`src/rtl/trace_ctl_pkg.sv`:
```
// Purpose: shared constants for the trace trigger and filter control block
// Assumes: 32-bit APB, word-aligned registers
// Notes: offsets are byte addresses
package trace_ctl_pkg;
  localparam logic [11:0] OFF_CTRL = 12'h000;
  localparam logic [11:0] OFF_STATUS = 12'h004;
  localparam logic [11:0] OFF_EXTOUT_EV = 12'h008;
  localparam logic [11:0] OFF_FIFO_LVL = 12'h00C;
  localparam logic [11:0] OFF_PTAG = 12'h010;
  // control register fields
  localparam int CTRL_HOLD = 0;
  localparam int CTRL_PTAG_EN = 1;
  localparam int CTRL_SUPP_EN = 2;
  localparam int CTRL_CYC_EN = 3;
  localparam int CTRL_DATA_ONLY = 4;
  localparam int CTRL_WFX_PROHIB = 5;
  localparam logic [31:0] CTRL_RESET = 32'h0000_0001;
  localparam logic [7:0] FIFO_LVL_RESET = 8'h10;
  // resource number of the trace-prohibited resource
  localparam logic [6:0] RES_PROHIBITED = 7'b110_1110;
  localparam logic [31:0] PROHIB_TARGET = 32'h0000_0000;
  localparam int MIN_GAP_CYCLES = 2;
  typedef enum logic [1:0] {
    SYNC_IDLE = 2'b00,
    SYNC_ADDR = 2'b01,
    SYNC_PTAG = 2'b10,
    SYNC_PROHIB = 2'b11
  } sync_state_t;
endpackage

```
`src/rtl/trace_event_unit.sv`:
```
// Purpose: one programmable event: two resources combined by and/or with optional inversion
// Assumes: resource inputs are already synchronous to pclk
// Notes: config layout [6:0] res a, [13:7] res b, [14] inv a, [15] inv b, [16] or
`timescale 1ns/1ps
module trace_event_unit #(
  parameter int NRES = 128
) (
  input wire logic [NRES-1:0] resources,
  input wire logic [16:0] cfg,
  output logic hit
);
  initial begin
    if (NRES != 128) $error("resource vector must be 128 wide");
  end
  logic a;
  logic b;
  always_comb begin
    a = resources[cfg[6:0]] ^ cfg[14];
    b = resources[cfg[13:7]] ^ cfg[15];
    hit = cfg[16] ? (a | b) : (a & b);
  end
endmodule

```
`src/rtl/trace_filter_ctl.sv`:
```
// Purpose: trigger, external outputs and trace gating for the trace unit
// Assumes: processor status inputs are synchronous; prohibit pins pass a synchroniser
// Notes: comparator, counter, sequencer and packet encoders are outside
// Operation
// - only one trigger per trace run
// - trigger never alters trace generation
// - up to four external outputs, each from its own event; code loads only 32 config bits, so outputs 2 and 3 keep an all-zero event
// - external outputs low while the hold bit is set
// - on re-enable emit full address, plus process tag if enabled
// - too-short trace gaps may be traced through
// - data view gate qualifies data, only while trace gate is high
// - suppression stops data tracing when buffer exceeds the level
// - tracing needs gate and no debug, wait, overflow or prohibition
// - new process or guest tag not sent on prohibited entry
// - after entry packet tracing stops inside the region
// - outstanding out-of-order data still traced when it returns
// - cycle counter keeps counting in prohibited regions
// - instruction comparators never match in prohibited regions
// - data comparators ignore region transfers; range match held
// - process-tag comparators report no match in prohibited regions
// - instrumentation has no effect in prohibited regions
// - resources work normally there; prohibited resource provided
// - dynamic prohibit entry and exit may lag
// - non-secure resource low inside prohibited non-secure region
// - trigger placed on port as soon as possible
// - trace gate falls only at instruction boundary when tracing instructions
`timescale 1ns/1ps
module trace_filter_ctl
  import trace_ctl_pkg::*;
#(
  parameter int NUM_EXTOUT = 4
) (
  input wire logic pclk,
  input wire logic presetn,
  input wire logic psel,
  input wire logic penable,
  input wire logic pwrite,
  input wire logic [11:0] paddr,
  input wire logic [31:0] pwdata,
  output logic [31:0] prdata,
  output logic pready,
  output logic pslverr,
  input wire logic [127:0] resources_in,
  input wire logic [16:0] trigger_ev_cfg,
  input wire logic [16:0] gate_ev_cfg,
  input wire logic [16:0] view_ev_cfg,
  input wire logic instr_boundary,
  input wire logic data_outstanding,
  input wire logic debug_state,
  input wire logic wait_for_interrupt_state,
  input wire logic wait_for_event_state,
  input wire logic buffer_overflow,
  input wire logic [7:0] buffer_level,
  input wire logic prohibit_pin,
  input wire logic nonsecure_in,
  input wire logic exception_entry,
  input wire logic [3:0] exception_type,
  input wire logic [31:0] instr_addr,
  input wire logic [31:0] process_tag_in,
  input wire logic iaddr_match_raw,
  input wire logic daddr_match_raw,
  input wire logic drange_match_raw,
  input wire logic ptag_match_raw,
  input wire logic instrument_req,
  input wire logic ooo_data_return,
  input wire logic cycle_tick,
  output logic trigger_out,
  output logic [NUM_EXTOUT-1:0] ext_out,
  output logic tracing,
  output logic trace_gate,
  output logic data_view_gate,
  output logic data_trace_en,
  output logic ooo_data_en,
  output logic sync_valid,
  output logic [1:0] sync_kind,
  output logic [31:0] sync_payload,
  output logic [3:0] sync_exc,
  output logic sync_hyp,
  output logic iaddr_match,
  output logic daddr_match,
  output logic drange_match,
  output logic ptag_match,
  output logic instrument_fire,
  output logic nonsecure_res,
  output logic [15:0] cycle_count
);
  initial begin
    if (NUM_EXTOUT < 1 || NUM_EXTOUT > 4) $error("NUM_EXTOUT must be 1..4");
  end

  logic [31:0] ctrl_q;
  logic [NUM_EXTOUT*17-1:0] extout_cfg_q;
  logic [7:0] fifo_lvl_q;
  logic trig_done_q;
  logic gate_q;
  logic prohib_s1_q;
  logic prohib_q;
  logic prohib_d1_q;
  logic [31:0] ptag_q;
  logic drange_hold_q;
  logic was_tracing_q;
  logic [3:0] gap_q;
  sync_state_t sync_q;
  logic [3:0] exc_q;
  logic [NUM_EXTOUT-1:0] ext_q;
  logic trig_q;
  logic [15:0] cyc_q;

  logic hold;
  logic [127:0] res;
  logic trig_hit;
  logic gate_hit;
  logic view_hit;
  logic [NUM_EXTOUT-1:0] ext_hit;
  logic wr_en;
  logic rd_en;
  logic prohib_enter;
  logic tracing_c;

  assign hold = ctrl_q[CTRL_HOLD];

  // prohibit pin crosses in from another domain; entry may lag it
  always_ff @(posedge pclk or negedge presetn) begin
    if (!presetn) begin
      prohib_s1_q <= 1'b0;
      prohib_q <= 1'b0;
      prohib_d1_q <= 1'b0;
    end else begin
      prohib_s1_q <= prohibit_pin;
      prohib_q <= prohib_s1_q;
      prohib_d1_q <= prohib_q;
    end
  end
  assign prohib_enter = prohib_q & ~prohib_d1_q;

  // resource vector with the prohibited resource in its slot
  always_comb begin
    res = resources_in;
    res[RES_PROHIBITED] = prohib_q;
  end

  trace_event_unit u_trig (.resources(res), .cfg(trigger_ev_cfg), .hit(trig_hit));
  trace_event_unit u_gate (.resources(res), .cfg(gate_ev_cfg), .hit(gate_hit));
  trace_event_unit u_view (.resources(res), .cfg(view_ev_cfg), .hit(view_hit));

  genvar gi;
  generate
    for (gi = 0; gi < NUM_EXTOUT; gi++) begin : g_ext
      trace_event_unit u_ext (
        .resources(res),
        .cfg(extout_cfg_q[gi*17 +: 17]),
        .hit(ext_hit[gi])
      );
    end
  endgenerate

  // apb: zero wait states, no errors
  assign pready = 1'b1;
  assign pslverr = 1'b0;
  assign wr_en = psel & penable & pwrite;
  assign rd_en = psel & ~penable & ~pwrite;

  always_ff @(posedge pclk or negedge presetn) begin
    if (!presetn) begin
      ctrl_q <= CTRL_RESET;
      fifo_lvl_q <= FIFO_LVL_RESET;
      extout_cfg_q <= '0;
    end else if (wr_en) begin
      case (paddr)
        OFF_CTRL: ctrl_q <= pwdata;
        OFF_FIFO_LVL: fifo_lvl_q <= pwdata[7:0];
        OFF_EXTOUT_EV: extout_cfg_q <= (NUM_EXTOUT*17)'(pwdata);
        default: ;
      endcase
    end
  end

  always_ff @(posedge pclk or negedge presetn) begin
    if (!presetn) begin
      prdata <= 32'h0000_0000;
    end else if (rd_en) begin
      case (paddr)
        OFF_CTRL: prdata <= ctrl_q;
        OFF_STATUS: prdata <= {26'h000_0000, cycle_tick & 1'b0, prohib_q, gate_q,
                               tracing_c, trig_done_q, hold};
        OFF_FIFO_LVL: prdata <= {24'h00_0000, fifo_lvl_q};
        OFF_PTAG: prdata <= ptag_q;
        default: prdata <= 32'h0000_0000;
      endcase
    end
  end

  // trigger: one per run, emitted the cycle after the event is seen
  always_ff @(posedge pclk or negedge presetn) begin
    if (!presetn) begin
      trig_done_q <= 1'b0;
      trig_q <= 1'b0;
    end else begin
      trig_q <= 1'b0;
      if (hold) begin
        trig_done_q <= 1'b0;
      end else if (trig_hit && !trig_done_q) begin
        trig_q <= 1'b1;
        trig_done_q <= 1'b1;
      end
    end
  end
  assign trigger_out = trig_q;

  always_ff @(posedge pclk or negedge presetn) begin
    if (!presetn) begin
      ext_q <= '0;
    end else begin
      ext_q <= hold ? '0 : ext_hit;
    end
  end
  assign ext_out = ext_q;

  // trace gate: rises anytime, falls at a boundary with no data pending, or anytime under hold or data-only
  always_ff @(posedge pclk or negedge presetn) begin
    if (!presetn) begin
      gate_q <= 1'b0;
    end else if (hold) begin
      gate_q <= 1'b0;
    end else if (gate_hit) begin
      gate_q <= 1'b1;
    end else if (ctrl_q[CTRL_DATA_ONLY] || (instr_boundary && !data_outstanding)) begin
      gate_q <= 1'b0;
    end
  end
  assign trace_gate = gate_q;

  always_comb begin
    tracing_c = gate_q & ~debug_state & ~buffer_overflow & ~prohib_q;
    if (ctrl_q[CTRL_WFX_PROHIB]) begin
      tracing_c = tracing_c & ~wait_for_interrupt_state & ~wait_for_event_state;
    end
  end

  // short gaps are bridged on tracing, though the sync sequencer still restarts after a blip
  always_ff @(posedge pclk or negedge presetn) begin
    if (!presetn) begin
      gap_q <= 4'h0;
      was_tracing_q <= 1'b0;
    end else begin
      was_tracing_q <= tracing_c;
      if (tracing_c) begin
        gap_q <= 4'h0;
      end else if (gap_q != 4'hF) begin
        gap_q <= gap_q + 4'h1;
      end
    end
  end
  // gate, wait and overflow gaps are bridged; prohibition and debug always stop at once
  assign tracing = tracing_c | (was_tracing_q & ~prohib_q & ~debug_state
                   & (gap_q < 4'(MIN_GAP_CYCLES)));

  assign data_view_gate = view_hit & gate_q;
  assign data_trace_en = data_view_gate & tracing
                         & ~(ctrl_q[CTRL_SUPP_EN] & (buffer_level > fifo_lvl_q));
  assign ooo_data_en = ooo_data_return;

  // sync sequencer: address then tag on restart, branch-to-zero on prohibited entry
  always_ff @(posedge pclk or negedge presetn) begin
    if (!presetn) begin
      sync_q <= SYNC_IDLE;
      exc_q <= 4'h0;
      ptag_q <= 32'h0000_0000;
    end else begin
      case (sync_q)
        SYNC_IDLE: begin
          if (tracing_c && !was_tracing_q) begin
            sync_q <= SYNC_ADDR;
          end
        end
        SYNC_ADDR: sync_q <= ctrl_q[CTRL_PTAG_EN] ? SYNC_PTAG : SYNC_IDLE;
        SYNC_PTAG: sync_q <= SYNC_IDLE;
        SYNC_PROHIB: sync_q <= SYNC_IDLE;
        default: sync_q <= SYNC_IDLE;
      endcase
      // entry wins over a restart beat still in flight, so no entry is lost
      if (prohib_enter) begin
        sync_q <= SYNC_PROHIB;
        exc_q <= exception_entry ? exception_type : 4'h0;
      end
      // new tags seen on entry are withheld until prohibition ends
      if (!prohib_q) begin
        ptag_q <= process_tag_in;
      end
    end
  end

  always_ff @(posedge pclk or negedge presetn) begin
    if (!presetn) begin
      sync_valid <= 1'b0;
      sync_kind <= SYNC_IDLE;
      sync_payload <= 32'h0000_0000;
      sync_exc <= 4'h0;
      sync_hyp <= 1'b0;
    end else begin
      sync_valid <= (sync_q != SYNC_IDLE);
      sync_kind <= sync_q;
      sync_hyp <= 1'b0;
      sync_exc <= (sync_q == SYNC_PROHIB) ? exc_q : 4'h0;
      case (sync_q)
        SYNC_ADDR: sync_payload <= instr_addr;
        SYNC_PTAG: sync_payload <= ptag_q;
        SYNC_PROHIB: sync_payload <= PROHIB_TARGET;
        default: sync_payload <= 32'h0000_0000;
      endcase
    end
  end

  // range match seen just before entry is held for the region
  always_ff @(posedge pclk or negedge presetn) begin
    if (!presetn) begin
      drange_hold_q <= 1'b0;
    end else if (!prohib_q) begin
      drange_hold_q <= drange_match_raw;
    end
  end
  assign iaddr_match = iaddr_match_raw & ~prohib_q;
  assign daddr_match = daddr_match_raw & ~prohib_q;
  assign drange_match = prohib_q ? drange_hold_q : drange_match_raw;
  assign ptag_match = ptag_match_raw & ~prohib_q;
  assign instrument_fire = instrument_req & ~prohib_q;
  assign nonsecure_res = nonsecure_in & ~prohib_q;

  // cycle counter is not gated by prohibition
  always_ff @(posedge pclk or negedge presetn) begin
    if (!presetn) begin
      cyc_q <= 16'h0000;
    end else if (sync_q == SYNC_ADDR) begin
      cyc_q <= 16'h0000;
    end else if (ctrl_q[CTRL_CYC_EN] && cycle_tick) begin
      cyc_q <= cyc_q + 16'h0001;
    end
  end
  assign cycle_count = cyc_q;

  AST_EXT_LOW: assert property (@(posedge pclk) disable iff (!presetn)
    $past(hold) |-> ext_out == '0) else $error("ext out high under hold");
  AST_ONE_TRIG: assert property (@(posedge pclk) disable iff (!presetn)
    trig_done_q |=> !trigger_out) else $error("second trigger");
  AST_DONE: assert property (@(posedge pclk) disable iff (!presetn)
    trigger_out |-> trig_done_q) else $error("done flag not set");
  AST_VIEW: assert property (@(posedge pclk) disable iff (!presetn)
    data_view_gate |-> trace_gate) else $error("view without gate");
  AST_PROHIB_TRACE: assert property (@(posedge pclk) disable iff (!presetn)
    prohib_q |-> !tracing) else $error("tracing while prohibited");
  AST_PKT: assert property (@(posedge pclk) disable iff (!presetn)
    prohib_enter |-> ##2 (sync_valid && sync_kind == SYNC_PROHIB
    && sync_payload == PROHIB_TARGET && !sync_hyp)) else $error("no entry branch");
  AST_IMATCH: assert property (@(posedge pclk) disable iff (!presetn)
    prohib_q |-> !iaddr_match && !ptag_match) else $error("match in region");
  AST_GATE_FALL: assert property (@(posedge pclk) disable iff (!presetn)
    $fell(trace_gate) && !$past(hold) && !$past(ctrl_q[CTRL_DATA_ONLY])
    |-> $past(instr_boundary)) else $error("gate fell mid instruction");
endmodule

```
`config.mk`:
```
export PLATFORM = sky130hd
export DESIGN_NAME = trace_filter_ctl
export DESIGN_NICKNAME = d
export VERILOG_FILES = /design/src/rtl/trace_ctl_pkg.sv /design/src/rtl/trace_event_unit.sv /design/src/rtl/trace_filter_ctl.sv
export SDC_FILE = /design/constraint.sdc
export NUM_CORES = 1
export LEC_CHECK = 0
export BUFFER_PORTS_ARGS = -buffer_cell sky130_fd_sc_hd__buf_4
export CORE_MARGIN = 2
export CORE_UTILIZATION = 57
export CTS_CLUSTER_DIAMETER = 30
export DETAILED_ROUTE_END_ITERATION = 6
export PLACE_DENSITY = 0.83
export SLEW_MARGIN = 15
export SYNTH_ARGS = -nofsm -noshare
export SYNTH_HDL_FRONTEND = slang
export SYNTH_SLANG_ARGS = --single-unit
```
`constraint.sdc`:
```
create_clock -name pclk -period 3.7 [get_ports pclk]
set_clock_uncertainty 0.2 [all_clocks]
set_input_delay 0.185 -clock pclk [delete_from_list [all_inputs] [get_ports pclk]]
set_output_delay 0.185 -clock pclk [all_outputs]
set_load 0.01 [all_outputs]
```
# --- Yosys cells after proc, flatten, opt, wreduce, memory -nomap -nowiden ---
# Index checks and enable logic that the tools add are counted.
word_totals:
  output_inout_bits: 106
  word_cells: 160
  regBits: 213
  input_bits: 320
op_classes:
  n_bitwise: 50
  reduce_logical: 19
  addsub: 2
  eq_ne: 9
  mux: 46
  n_lt_le_gt_ge: 12
ops:
  columns: ["operator", "count"]
  rows:
  - ["32-bit case mux with 4 select lines", 1]
  - ["7-bit by 8-bit < comparator with 1-bit output, second input constant", 10]
  - ["1-bit binary-select mux with 7-bit select", 10]
  - ["32-bit case mux with 2 select lines", 1]
  - ["16-bit two-way mux", 2]
  - ["1-bit bitwise AND", 27]
  - ["12-bit by 4-bit == test with 1-bit output, second input constant", 2]
  - ["1-bit two-way mux", 23]
  - ["4-bit two-way mux", 5]
  - ["16-bit by 1-bit adder with 16-bit output, second input constant", 1]
  - ["12-bit by 3-bit == test with 1-bit output, second input constant", 1]
  - ["12-bit by 5-bit == test with 1-bit output, second input constant", 1]
  - ["12-bit zero test", 1]
  - ["1-bit NOT", 9]
  - ["1-bit XOR", 9]
  - ["8-bit > comparator", 1]
  - ["2-bit nonzero test", 4]
  - ["2-bit two-way mux", 3]
  - ["2-bit case mux with 3 select lines", 1]
  - ["2-bit AND reduction", 3]
  - ["1-bit bitwise OR", 5]
  - ["4-bit by 1-bit adder with 4-bit output, second input constant", 1]
  - ["2-bit == test, second input constant", 2]
  - ["1-bit logical AND", 4]
  - ["other kinds (9)", 11]

# --- Depth between registers and ports, before layout ---
logic_depth:
  ltp_word: 11
  depth_mapped: 11
  ltp_nobuf: 9

# --- By module ---
# Synthesis repeated with hierarchy kept, for this count alone.
unflattened:
  cells_unflattened: 2061
  area_unflattened_um2: 24808.8
modules_own_cells:
  columns: ["module", "area_each_um2", "n_inst", "cells_each", "seq_area_each_um2"]
  rows:
  - ["trace_event_unit", 2233.4, 7, 192, 0.0]
  - ["trace_filter_ctl", 9175.0, 1, 717, 5332.6]

# --- Worst setup path after synthesis ---
# No wires, ideal clock.
synth_path:
  kind: "register -> register"
  startpoint: "register extout_cfg_q[24]"
  endpoint: "register ext_q[1], in the netlist ext_out[1]"
  setup_slack_ns: 0.617
  t_arrival_ns: 2.761
  period_less_slack_ns: 3.083
  path_stages_with_launch: 8
  required_ns: 3.378
  n_path_buf: 2
  setup_ns: 0.122
  path_cell_list: "dfrtp_1 -> clkbuf_1 -> buf_1 -> mux4_2 -> mux4_2 -> mux4_2 -> mux2i_1 -> nor3_1"
synth_between:
  elab_chain_len: 4
synth_lines:
  columns: ["element", "line_no", "rtl"]
  rows:
  - ["start, declared", "trace_filter_ctl.sv:92", "logic [NUM_EXTOUT*17-1:0] extout_cfg_q;"]
  - ["start signal, assigned", "trace_filter_ctl.sv:172", "OFF_EXTOUT_EV: extout_cfg_q <= (NUM_EXTOUT*17)'(pwdata);"]
  - ["1-bit binary-select mux with 7-bit select", "trace_event_unit.sv:19", "b = resources[cfg[13:7]] ^ cfg[15];"]
  - ["1-bit two-way mux (implied by the code)", "trace_event_unit.sv:19", null]
  - ["1-bit bitwise AND", "trace_event_unit.sv:20", "hit = cfg[16] ? (a | b) : (a & b);"]
  - ["4-bit two-way mux", "trace_filter_ctl.sv:214", "ext_q <= hold ? '0 : ext_hit;"]
  - ["end signal, assigned", "trace_filter_ctl.sv:214", null]
  - ["end, declared", "trace_filter_ctl.sv:105", "logic [NUM_EXTOUT-1:0] ext_q;"]
# No other way between the ends. The select of a mux whose other input is x is not followed.
# A chain may end at the register's enable or synchronous reset.

# --- Worst setup path in the final report ---
layout_path:
  startpoint: "register prohib_q"
  endpoint: "register trig_done_q"
layout_between:
  elab_chain_len: 7
  elab_cells_between_ends: 11
  classes_between: "mux (5); bitwise (4); reduce/logical (2)"
layout_lines:
  columns: ["element", "line_no", "rtl"]
  rows:
  - ["start, declared", "trace_filter_ctl.sv:97", "logic prohib_q;"]
  - ["start signal, assigned", "trace_filter_ctl.sv:130", "prohib_q <= prohib_s1_q;"]
  - ["1-bit binary-select mux with 7-bit select, on equally long branches", "trace_event_unit.sv:18, trace_event_unit.sv:19", null]
  - ["1-bit two-way mux, on equally long branches", "trace_event_unit.sv:18, trace_event_unit.sv:19", null]
  - ["1-bit XOR, on equally long branches", "trace_event_unit.sv:18, trace_event_unit.sv:19", null]
  - ["1-bit bitwise AND / 1-bit bitwise OR (equally long branches)", "trace_event_unit.sv:20", null]
  - ["1-bit two-way mux *", "trace_event_unit.sv:20", null]
  - ["1-bit logical AND *", "trace_filter_ctl.sv:202", "end else if (trig_hit && !trig_done_q) begin"]
  - ["2-bit nonzero test (no source line) *", null, null]
  - ["end signal, assigned", "trace_filter_ctl.sv:196", "trig_done_q <= 1'b0;"]
  - ["end signal, assigned", "trace_filter_ctl.sv:201", "trig_done_q <= 1'b0;"]
  - ["end signal, assigned", "trace_filter_ctl.sv:204", "trig_done_q <= 1'b1;"]
  - ["end, declared", "trace_filter_ctl.sv:94", "logic trig_done_q;"]
# Mark *: on every way between the ends. The rest lies on a longest branch, timed or not. The select of a mux whose other input is x is not followed.

==> flow_results.org <==
** Routing
- For this block, the routed nets add up to ~89000 um of wire.
- For this run, design rule violations remaining after detail routing come to 14.
- After detailed routing, the average wire length per cell comes to 36.76 um.
- Vias per Instance :: just under 8
- The routed layout has just under 20000 vias.
- For this run, the detailed router's first-pass iteration total came to 7.
- Initial DRC count :: approximately 3200
- Remaining antenna violation count after routing :: 0

** CTS
- Clock tree synthesis found a total of ~210 sinks.
- TritonCTS built the clock tree.
- # H-tree levels :: 1
- Deepest clock path buffer count :: 3
- The root buffer cell chosen for the clock tree is clkbuf_16.
- Clock input transition at the sequential cells of the worst setup and hold paths :: approximately 60 ps
- The clock reaches the later pin of the worst-skew pair after 530 ps.
- Inserted Clock Buffers :: 28

** STA
- TNS Setup :: 0 ps
- Max Clk Rate :: around 270 MHz
- Measured against its own limit, the worst slew margin works out to 0.2997.
- The final max-slew violation count came to 0.
- Unrepaired setup endpoints after global routing :: false
- For the pin with the worst max-slew slack, the measured transition is 1050 ps.
- Setup violations remaining at the end of the flow were counted as 0.
- The hold violation total from the final report is 0.
- The clock period could shrink to 3648 ps.
- Share of the cycle needed by the critical path after routing :: 0.9860

** Setup path
- Along the worst path, the maximum fanout reaches 10.
- The worst setup path is launched from a flop.
- The worst setup path is captured at a flop.
- Arrival time of the worst setup path :: about 3900 ps
- Crit Path Category :: flop to flop
- Required time of the critical path :: just under 4000 ps

** Cells and area
- Of the cells placed in the final design, the portion with a size suffix greater than 1 is 0.5028.
- Number of nets in the layout :: 2280
- Measured on the finished design, the core utilization comes to 0.7459.
- Compared with the post-synthesis result, the final layout area differs by 28.63%.

** Synthesis
- Of the total synthesized cell area, the portion taken by AND, OR, NAND and NOR gates is 0.07754.
- Post-synthesis compound-gate area fraction :: 0.08120
- The cell area that synthesis handed to floorplanning was a little under 20000 um^2.
- Mean instance size in the synthesized netlist :: roughly 13 um^2
- In this run, synthesis produced a sequential element count of about 210.
- Yosys warning count :: 0
- Post-Synth Adder-Cell Area :: 0.01072
- Post-synthesis mux area share :: 0.5084
- For this run, the register share of the synthesized area comes to 0.2723.
- Mapped Cells :: around 1500
- Of the total synthesized cell area, the portion taken by XOR and XNOR cells is 0.009436.
- Dominant synthesized flop cell :: dfrtp_1
- Number of synthesized flops with an enable pin :: 0
- Dominant combinational cell family by area after synthesis :: multiplexers
- Share of flip-flops with an asynchronous set or reset after synthesis :: 1.000
- Distinct cell type count of the synthesized netlist :: 70

** Floorplanning
- The floorplan has 67 rows.
- Overall die width :: between 150 and 200 um
- Area enclosed by the die boundary :: 35690 um^2
- The initial utilization of the core area, before any placement, comes to 0.5799.
- Die Height :: about 190 um
- The region available for standard cell placement spans about 34000 um^2.
- During I/O placement, the number of pins put on the boundary was 426.

** Job
- Max-cap violation count :: 0

** Global routing
- The first global-routing pass estimated roughly 130000 um of wire.
- Global routing finished with a remaining overflow of 0.
- The via count of the first global-routing pass is around 20000.
- Entering global routing, the biggest net connects 122 pins.
- Across every metal layer, demand over resource in global routing totals 0.5000.
- Initial antenna violation count :: 6

** Placement
- Half-perimeter wire length of the detailed placement result :: between 50000 and 60000 um
- RD Place Congestion :: 1.049
- Input and output buffers added on the ports amount to ~420.

** Status
- Result of the run :: complete, but fails checks
- The final reports fail on DRC.

** Power
- Largest vdd supply drop :: slightly above 0.0004 V
- Power density of the placed cells :: approximately 330 nW/um^2
- Leakage dissipation :: about 0.010 uW

** Min path
- HP Class :: input pin to flop
worst max-delay path, stage by stage (launching register included):
cell and delay, ps:
dfrtp_2 450, buf_4 200, mux4_2 450, mux2_2 320
o221ai_1 190, o22ai_1 130, nand2_1 150, o41a_1 250
mux2_2 360, a311oi_1 290, dlygate4sd3_1 590
through the flow:
stage	cells	hold slack (ps)	cell area (um^2)	worst slack [ps]	total power, uW
finish	2422	40.32	25070	51.67	8344
global route	2421	97.57	25070	31.10	8517
CTS	2415	5.038	25050	81.74	8087
detailed placement	2246	101.8	22910	424.8	5283
global placement	2246	102.2	22910	412.2	5215
floorplan	1490	-310.6	19500	616.8	4048
path summary, 6_finish.rpt:
check | to | depth (start not counted) | slack (ps) | startpoint
worst max-delay path | trig_done_q$_DFFE_PN0P_ | 10 | 50 | prohib_q$_DFF_PN0_
worst min-delay path | gap_q[1]$_DFFE_PN0P_ | 4 | 40 | debug_state
worst max register to register | trig_done_q$_DFFE_PN0P_ | 10 | 50 | prohib_q$_DFF_PN0_
worst min register to register | prohib_q$_DFF_PN0_ | 0 | 180 | prohib_s1_q$_DFF_PN0_
max in group asynchronous | exc_q[1]$_DFFE_PN0P_ | 3 | 2170 | presetn
min in group asynchronous | sync_payload[21]$_DFF_PN0_ | 2 | 190 | presetn
where the power goes:
part / switching (uW) / internal, uW
Clock: 1160 / 1610
Combinational: 1490 / 1340
Sequential: 213 / 2530
layout make-up:
| type | instances | area (um^2) |
|---|---|---|
| well taps | 448 | 560.5 |
| fillers | 2027 | 8543 |
| inverters | 25 | 93.84 |
| diodes | 7 | 17.52 |
| multi-input cells | 1104 | 13440 |
| repair buffers | 574 | 4684 |
| clock inverters | 19 | 195.2 |
| flip-flops and latches | 212 | 5314 |
| clock buffers | 33 | 770.7 |
Yosys cell counts, drive strengths merged (9+ instances only):
library cell  number  area (um^2)
dfrtp            210         5255
nor2b             50        312.8
inv               24        90.08
o211ai             9        67.56
mux4             351         7905
a22oi             64        480.5
mux2i             72        720.7
nor3              14        70.07
a21oi             17        85.08
nand2             84        315.3
and2               9        56.30
clkbuf            74        277.8
buf               75        409.1
nand2b            11        68.82
ha                15        187.7
o21ai             63        315.3
nor2              51        191.4
xor2              14        122.6
nand3             31        155.2
mux2             114         1284
logic make-up after synthesis:
| family | count (synthesis) |
|---|---|
| compound gates | 228 |
| xor+xnor | 21 |
| fa+ha+maj | 17 |
| buf+inv | 174 |
| flops | 212 |
| mux | 537 |
| other cells | 2 |
| simple gates | 298 |
registers in the layout, indices dropped and copies added, names as in the netlist:
register	flops
trigger_out	1
gap_q	4
fifo_lvl_q	8
ptag_q	32
exc_q	4
prohib_q	1
sync_q	2
ctrl_q	32
prohib_d1_q	1
prdata	32
ext_out	3
extout_cfg_q	32
prohib_s1_q	1
sync_valid	1
cycle_count	16
sync_exc	4
sync_payload	32
was_tracing_q	1
sync_kind	2
trig_done_q	1
drange_hold_q	1
trace_gate	1
placed cells by master, fill, tap and decap left out, types with 9 or more instances in the layout:
cell	netlist	layout
nor3_1	14	13
inv_1	23	23
mux2_2	114	114
dfrtp_1	210	205
nand2_1	84	84
mux4_2	351	351
nor2b_1	50	50
a22oi_1	64	64
buf_4	10	450
o21ai_0	62	62
o211ai_1	9	9
dlygate4sd3_1	0	117
and2_1	9	9
nor2_1	51	51
clkbuf_16	0	29
nand3_1	31	31
nand2b_1	11	11
ha_1	15	14
a21oi_1	17	17
xor2_1	14	14
mux2i_1	72	72
metal layers:
metal / share of wire / global-route usage
met1: 0.30 / 0.5755
met2: 0.44 / 0.7570
met3: 0.16 / 0.1887
met4: 0.11 / 0.3897
met5: 0.00015 / 0.005495
timing repair:
action,CTS,global route
resized for setup,0,1
hold endpoints to repair,265,0
hold buffers,117,0
setup buffers,0,0
endpoints found under the setup margin,0,1
(Power assumes the default switching activity.)
